$ cat src/verilog/dds_pkg.sv
// constants for the phase accumulator datapath
package dds_pkg;
	localparam int FREQ_W = 28;
	localparam int PHASE_W = 12;
	localparam int CODE_W = 10;
	localparam int CTRL_W = 14;
	localparam int ADDR_W = 8;
	localparam int FIFO_DEPTH = 8;
	// apb byte offsets
	localparam logic [ADDR_W-1:0] OFS_FREQ_A = 8'h00;
	localparam logic [ADDR_W-1:0] OFS_FREQ_B = 8'h04;
	localparam logic [ADDR_W-1:0] OFS_PHASE_A = 8'h08;
	localparam logic [ADDR_W-1:0] OFS_PHASE_B = 8'h0C;
	localparam logic [ADDR_W-1:0] OFS_CTRL = 8'h10;
	localparam logic [ADDR_W-1:0] OFS_STATUS = 8'h14;
	// decoded register index
	localparam logic [2:0] IX_FREQ_A = 3'h0;
	localparam logic [2:0] IX_FREQ_B = 3'h1;
	localparam logic [2:0] IX_PHASE_A = 3'h2;
	localparam logic [2:0] IX_PHASE_B = 3'h3;
	localparam logic [2:0] IX_CTRL = 3'h4;
	localparam logic [2:0] IX_STATUS = 3'h5;
	localparam logic [2:0] IX_NONE = 3'h7;
	// control bit positions
	localparam int C_MODE = 1;
	localparam int C_SIGN = 3;
	localparam int C_OPBIT = 5;
	localparam int C_SLEEP = 6;
	localparam int C_PINSW = 9;
	localparam int C_PSEL = 10;
	localparam int C_FREQ_CHOICE_BIT = 11;
	localparam logic [CTRL_W-1:0] CTRL_RESET = 14'h0000;
	// synchroniser lanes
	localparam int SY_W = 5;
	localparam int SY_FREQ_CHOICE_BIT = 0;
	localparam int SY_PSEL = 1;
	localparam int SY_RST = 2;
	localparam int SY_SLEEP = 3;
	localparam int SY_CMP = 4;
	// waveform shaping
	localparam logic [CODE_W-1:0] CODE_MID = 10'h200;
	localparam logic [21:0] HALF_SPAN = 22'h00_0800;
	localparam logic [10:0] AMP_MAX = 11'h1FF;
	localparam int AMP_SHIFT = 11;
endpackage : dds_pkg

$ cat src/verilog/dds_core.sv
// dds phase accumulator, waveform path, code fifo and apb registers
// How it works
// - 28-bit accumulator spans one full cycle and wraps modulo 2^28.
// - increment comes from exactly one of two frequency words, pin or bit.
// - switching frequency word never reloads or clears the accumulator.
// - selected 12-bit phase offset adds to accumulator upper bits.
// - two phase offsets, step 1/4096 cycle, exactly one used.
// - upper 12 bits of modulated phase address the sine table.
// - sine table enabled or bypassed by the mode bit alone; output-enable has no effect on it.
// - 10-bit codes go to the converter, one per clock while it keeps up.
// - comparator path enabled only when sign-select and output-enable set.
// - reset pin clears accumulator to zero and holds output at midscale, registers untouched.
// - phase offset chosen by pin or bit like frequency.
// - logic pin driven only with output-enable; select picks comparator or MSB.
// - sleep pin powers down converter, same as sleep bit.
`timescale 1ns/1ps

module dds_fifo #(
	parameter int W = 10,
	parameter int D = 8
) (
	// system
	input wire logic clock_in,
	input wire logic nrst_in,
	// fill side
	input wire logic in_valid_in,
	input wire logic [W-1:0] in_data_in,
	output logic in_ready_out,
	// drain side
	output logic out_valid_out,
	output logic [W-1:0] out_data_out,
	input wire logic out_ready_in
);
	localparam int AW = $clog2(D);
	typedef struct packed {
		logic [D-1:0][W-1:0] mem;
		logic [AW-1:0] wr;
		logic [AW-1:0] rd;
		logic [AW:0] cnt;
	} dds_fifo_s;
	dds_fifo_s q, d;
	logic push, pop;

	assign in_ready_out = q.cnt != (AW+1)'(D);
	assign out_valid_out = q.cnt != '0;
	assign out_data_out = q.mem[q.rd];
	assign push = in_valid_in && in_ready_out;
	assign pop = out_valid_out && out_ready_in;

	always_comb begin
		d = q;
		if (push) begin
			d.mem[q.wr] = in_data_in;
			d.wr = (q.wr == AW'(D-1)) ? '0 : q.wr + 1'b1;
		end
		if (pop) begin
			d.rd = (q.rd == AW'(D-1)) ? '0 : q.rd + 1'b1;
		end
		d.cnt = q.cnt + (AW+1)'(push) - (AW+1)'(pop);
	end

	always_ff @(posedge clock_in or negedge nrst_in) begin
		if (!nrst_in) begin
			q <= '0;
		end else begin
			q <= d;
		end
	end
endmodule : dds_fifo

module dds_core import dds_pkg::*; (
	// system
	input wire logic clock_in,
	input wire logic nrst_in,
	// apb slave
	input wire logic psel_in,
	input wire logic penable_in,
	input wire logic pwrite_in,
	input wire logic [ADDR_W-1:0] paddr_in,
	input wire logic [31:0] pwdata_in,
	output logic [31:0] prdata_out,
	output logic pready_out,
	output logic pslverr_out,
	// asynchronous pins
	input wire logic freq_choice_pin_in,
	input wire logic phase_choice_pin_in,
	input wire logic dds_reset_pin_in,
	input wire logic sleep_pin_in,
	input wire logic comparator_input_in,
	// converter code stream
	output logic [CODE_W-1:0] current_output_code_out,
	output logic code_valid_out,
	input wire logic code_ready_in,
	output logic converter_sleep_out,
	output logic comparator_enable_out,
	// logic output pin
	output logic logic_output_out,
	output logic logic_output_oe_out
);
	typedef struct packed {
		logic [SY_W-1:0] s1;
		logic [SY_W-1:0] s2;
		logic [FREQ_W-1:0] freq_a;
		logic [FREQ_W-1:0] freq_b;
		logic [PHASE_W-1:0] ph_a;
		logic [PHASE_W-1:0] ph_b;
		logic [CTRL_W-1:0] ctrl;
		logic [FREQ_W-1:0] acc;
		logic [31:0] prdata;
		logic lout;
	} dds_state_s;
	dds_state_s q, d;

	logic freq_choice_bit, psel, rst_p, sleep, rom_on, step, in_ready;
	logic [FREQ_W-1:0] inc;
	logic [PHASE_W-1:0] offs, rom_addr;
	logic [CODE_W-1:0] sample;
	logic [2:0] wix;

	function automatic logic [2:0] reg_index(input logic [ADDR_W-1:0] a);
		unique case (a)
			OFS_FREQ_A: reg_index = IX_FREQ_A;
			OFS_FREQ_B: reg_index = IX_FREQ_B;
			OFS_PHASE_A: reg_index = IX_PHASE_A;
			OFS_PHASE_B: reg_index = IX_PHASE_B;
			OFS_CTRL: reg_index = IX_CTRL;
			OFS_STATUS: reg_index = IX_STATUS;
			default: reg_index = IX_NONE;
		endcase
	endfunction : reg_index

	// parabola instead of a 4096-entry table: smaller, ~6 percent error
	function automatic logic [CODE_W-1:0] wave(input logic [PHASE_W-1:0] p,
			input logic on);
		logic [21:0] h;
		logic [21:0] prod;
		logic [10:0] amp;
		h = 22'(p[PHASE_W-2:0]);
		prod = h * (HALF_SPAN - h);
		amp = 11'(prod >> AMP_SHIFT);
		if (amp > AMP_MAX) begin
			amp = AMP_MAX;
		end
		if (!on) begin
			wave = p[PHASE_W-1] ? ~p[PHASE_W-2:1] : p[PHASE_W-2:1];
		end else if (p[PHASE_W-1]) begin
			wave = CODE_MID - CODE_W'(amp);
		end else begin
			wave = CODE_MID + CODE_W'(amp);
		end
	endfunction : wave

	// only the second stage is read
	assign rst_p = q.s2[SY_RST];
	assign freq_choice_bit = q.ctrl[C_PINSW] ? q.s2[SY_FREQ_CHOICE_BIT] : q.ctrl[C_FREQ_CHOICE_BIT];
	assign psel = q.ctrl[C_PINSW] ? q.s2[SY_PSEL] : q.ctrl[C_PSEL];
	assign sleep = q.s2[SY_SLEEP] || q.ctrl[C_SLEEP];
	assign inc = freq_choice_bit ? q.freq_b : q.freq_a;
	assign offs = psel ? q.ph_b : q.ph_a;
	assign rom_addr = q.acc[FREQ_W-1 -: PHASE_W] + offs;
	assign rom_on = !q.ctrl[C_MODE];
	assign sample = (rst_p || sleep) ? CODE_MID : wave(rom_addr, rom_on);
	// back-pressure from the converter stalls the accumulator
	assign step = in_ready && !rst_p;
	assign wix = reg_index(paddr_in);

	assign pready_out = 1'b1;
	assign pslverr_out = psel_in && penable_in && (wix == IX_NONE);
	assign prdata_out = q.prdata;
	assign converter_sleep_out = sleep;
	assign comparator_enable_out = q.ctrl[C_SIGN] && q.ctrl[C_OPBIT];
	assign logic_output_oe_out = q.ctrl[C_OPBIT];
	assign logic_output_out = q.lout;

	always_comb begin
		d = q;
		d.s1 = {comparator_input_in, sleep_pin_in, dds_reset_pin_in,
			phase_choice_pin_in, freq_choice_pin_in};
		d.s2 = q.s1;
		if (rst_p) begin
			d.acc = '0;
		end else if (step) begin
			d.acc = q.acc + inc;
		end
		d.lout = q.ctrl[C_OPBIT] &&
			(q.ctrl[C_SIGN] ? q.s2[SY_CMP] : rom_addr[PHASE_W-1]);
		if (psel_in && !penable_in && !pwrite_in) begin
			unique case (wix)
				IX_FREQ_A: d.prdata = 32'(q.freq_a);
				IX_FREQ_B: d.prdata = 32'(q.freq_b);
				IX_PHASE_A: d.prdata = 32'(q.ph_a);
				IX_PHASE_B: d.prdata = 32'(q.ph_b);
				IX_CTRL: d.prdata = 32'(q.ctrl);
				IX_STATUS: d.prdata = 32'(q.acc);
				default: d.prdata = 32'h0000_0000;
			endcase
		end
		if (psel_in && penable_in && pwrite_in) begin
			unique case (wix)
				IX_FREQ_A: d.freq_a = pwdata_in[FREQ_W-1:0];
				IX_FREQ_B: d.freq_b = pwdata_in[FREQ_W-1:0];
				IX_PHASE_A: d.ph_a = pwdata_in[PHASE_W-1:0];
				IX_PHASE_B: d.ph_b = pwdata_in[PHASE_W-1:0];
				IX_CTRL: d.ctrl = pwdata_in[CTRL_W-1:0];
				default: d.ctrl = q.ctrl;
			endcase
		end
	end

	always_ff @(posedge clock_in or negedge nrst_in) begin
		if (!nrst_in) begin
			q <= '0;
			q.ctrl <= CTRL_RESET;
		end else begin
			q <= d;
		end
	end

	// one code per clock while the converter keeps up
	dds_fifo #(.W(CODE_W), .D(FIFO_DEPTH)) u_fifo (
		.clock_in(clock_in),
		.nrst_in(nrst_in),
		.in_valid_in(1'b1),
		.in_data_in(sample),
		.in_ready_out(in_ready),
		.out_valid_out(code_valid_out),
		.out_data_out(current_output_code_out),
		.out_ready_in(code_ready_in)
	);
endmodule : dds_core

$ cat config.mk
export PLATFORM = sky130hd
export DESIGN_NAME = dds_core
export DESIGN_NICKNAME = d
export VERILOG_FILES = /design/src/verilog/dds_pkg.sv /design/src/verilog/dds_core.sv
export SDC_FILE = /design/constraint.sdc
export NUM_CORES = 1
export LEC_CHECK = 0
export ABC_CLOCK_PERIOD_IN_PS = 21700
export BUFFER_PORTS_ARGS = -buffer_cell sky130_fd_sc_hd__buf_2
export CAP_MARGIN = 10
export CORE_UTILIZATION = 60
export CTS_BUF_LIST = sky130_fd_sc_hd__clkbuf_8
export CTS_CLUSTER_SIZE = 24
export DETAILED_ROUTE_END_ITERATION = 10
export PLACE_DENSITY_LB_ADDON = 0.12
export SLEW_MARGIN = 0
export SYNTH_ARGS = -nofsm -noshare
export SYNTH_HDL_FRONTEND = slang
export SYNTH_SLANG_ARGS = --single-unit
$ cat constraint.sdc
create_clock -name clock_in -period 21.7 [get_ports clock_in]
set_input_delay 1.085 -clock clock_in [delete_from_list [all_inputs] [get_ports clock_in]]
set_output_delay 1.085 -clock clock_in [all_outputs]
set_load 0.01 [all_outputs]
==> metrics.txt <==
Final Skew=0.0379 ns; Synth warnings=0; worst setup path endpoint=u_fifo.q[64]$_DFFE_PN0P_; global-route wire length before repair=72000 um; CTS tree=yes; Most used DFF post-synth=dfrtp_1; Yosys reg bits=251; R2R Path Start=q[70]$_DFFE_PN0P_; die height=175 um; # diodes=0; Max Clock Freq=92.6 MHz; number of global-route vias before repair=13800; post-synth top area cell=dfrtp_1; vias=13200; TritonCTS buffer count=42; core area=0.0290 mm2; CP peak stage delay=0.69 ns; Seq/Total Area, Yosys=0.351; Final Util=0.670; # Post-CTS Setup Buffers=0; DRT Pass-1 Iters=6; Worst-Margin Slew=1.18 ns; Die ar.=0.0305 mm2; Clock Path Buffers=3; Hold Crit Depth=0; post-CTS sizing=0; die span in x=175 um; Ports=100; CP dominant cell by count=fa_1; Final min period=10.80 ns; worst-case reg-to-reg path depth=39; GRT Util Overall=0.298; max-cap viol count=0; DRC viols=0; routed wire length=43300 um; hold_sp=d[159]$_DFF_PN0_; layout cells sized above 1=0.210; initial antenna violation count=0; Peak VDD IR=0.0586 mV; status=finished, final reports clean; worst hold path class=reg2reg; Sink Count=251; Layout Cells excl Fill=2190; num rows=62; Initial Util=0.616; routed vias/inst=6.02; RePlAce Congestion=0.867; area delta synth->final=8.73%; leakage power=9.70 nW; crit-path max FO=12; total power=0.00188 W; clk_lat worst skew=0.57 ns; dominant cells by area after synthesis=dfrtp_1, fa_1, mux2_2; share of the synthesized area in the top cell type=0.351; fin nets=2040; R2R Setup Slk=10.90 ns; Crit. Startpoint=q[70]$_DFFE_PN0P_; gr ovfl total=0; CTS H-Tree Depth=2; RSZ-0062 raised after global routing=false; data required time of the worst path=22.18 ns; Placed Cells=2116; Tcrit/Tclk final=0.497; clock root buffer=clkbuf_8; setup_tns=0 ns; Max Slew Vio Count=0; EDFF count, synth=0; synthesized instance count=1713; hold buffers post-CTS=0; PD cells=96.9 mW/mm2; area of the mapped netlist=0.0179 mm2; Post-synth ARST share=1.00; reg2reg end=u_fifo.q[64]$_DFFE_PN0P_; Post-DRT Antenna Nets=0; most frequent cell after synthesis=dfrtp_1; Slew HR=0.210; hpwl dp=30200 um; Crit-path slowest cell=a21oi_1; clock transition at the registers of the reported paths=0.06 ns; syn_area_per_cell=10.4 um2; IO buf count=90; # fillers=2331; 1st-iter DRT viols=989; crit path DAT=11.27 ns; # setup viols final=0; Hold Fails Final Rpt=0; library cells used by synthesis=79; Post-synth top cells=dfrtp_1, nand2_1, mux2_2; largest net degree at the start of global routing=104; Setup CP Type=reg2reg; DR WL/cell=19.8 um; startpoint types=flop; crit end category=flop
worst max-delay path: cells and delay by family (launching register included):
family | cells | cell delay [ns]
compound gates | 13 | 3.08
fa+ha+maj | 10 | 4.27
buf+inv | 6 | 0.73
simple gates | 7 | 1.42
flops | 1 | 0.46
xor+xnor | 1 | 0.14
mux | 2 | 0.60
cells in the final DEF (no fill, tap or decap), types with 31 or more instances in the layout:
cell type,Yosys,final
a21oi_1,75,74
buf_2,4,89
clkbuf_8,0,53
dfrtp_1,251,251
fa_1,90,90
ha_1,123,123
inv_1,147,160
mux2_2,153,153
nand2_1,157,157
nand2b_1,66,66
nor2_1,95,94
o21ai_0,44,44
xnor2_1,31,31
metal layers:
layer / wire length, um / part of all wire / global-route usage
met5: 0 / 0 / 0
met4: 1040 / 0.024 / 0.0909
met3: 2150 / 0.050 / 0.0370
met2: 21400 / 0.49 / 0.514
met1: 18700 / 0.43 / 0.394
cell families (layout without fill, tap and decap cells):
family                     count (synthesis)  after routing  share of synthesized area
and+or+nand+nor                          424            424                      0.113
AOI/OAI and AO/OA                        334            334                      0.133
buffers and inverters                    256            336                     0.0614
DFF                                      251            251                      0.351
adders and majority gates                213            213                      0.187
muxes                                    186            186                      0.129
xor gates and xnor gates                  47             47                     0.0242
other                                      2             15                   0.000420
sequential cells by signal (all words and copies together), names as in the netlist:
signal	cells
u_fifo.q	90
q	126
prdata_out	28
d	5
logic_output_out	1
logic_output_oe_out	1
cell type report:
cell class	instances	area (um2)	area share
Clock buffer	53	729	0.0375
Tap cell	384	480	0.0247
Sequential cell	251	6280	0.323
Timing Repair Buffer	114	641	0.0330
Clock inverter	21	136	0.00702
Inverter	148	556	0.0286
Multi-Input combinational cell	1219	10600	0.546
power by group:
part | switching (W) | internal, W | total (W) | leakage (nW)
Sequential | 0.0000635 | 0.000545 | 0.000608 | 3.36
Clock | 0.000198 | 0.000233 | 0.000432 | 0.496
Combinational | 0.000493 | 0.000350 | 0.000843 | 5.85
worst min-delay path by stage:
| stage | endpoint |
|---|---|
| 2_1_floorplan | q[155]$_DFF_PN0_ |
| 3_3_place_gp | q[157]$_DFF_PN0_ |
| 3_5_place_dp | q[159]$_DFF_PN0_ |
| 4_1_cts | q[159]$_DFF_PN0_ |
| 5_1_grt | q[159]$_DFF_PN0_ |
| 6_report | q[159]$_DFF_PN0_ |
metrics by stage:
stage | cell area (um2) | hold WS [ns] | setup slack [ns]
finish | 19400 | 0.346 | 10.90
global route | 19400 | 0.354 | 10.19
CTS | 19400 | 0.348 | 10.94
detailed placement | 18600 | 0.335 | 10.99
global placement | 18600 | 0.333 | 11.18
floorplan | 17900 | 0.331 | 11.85
Power figures use the tool's default switching activity.
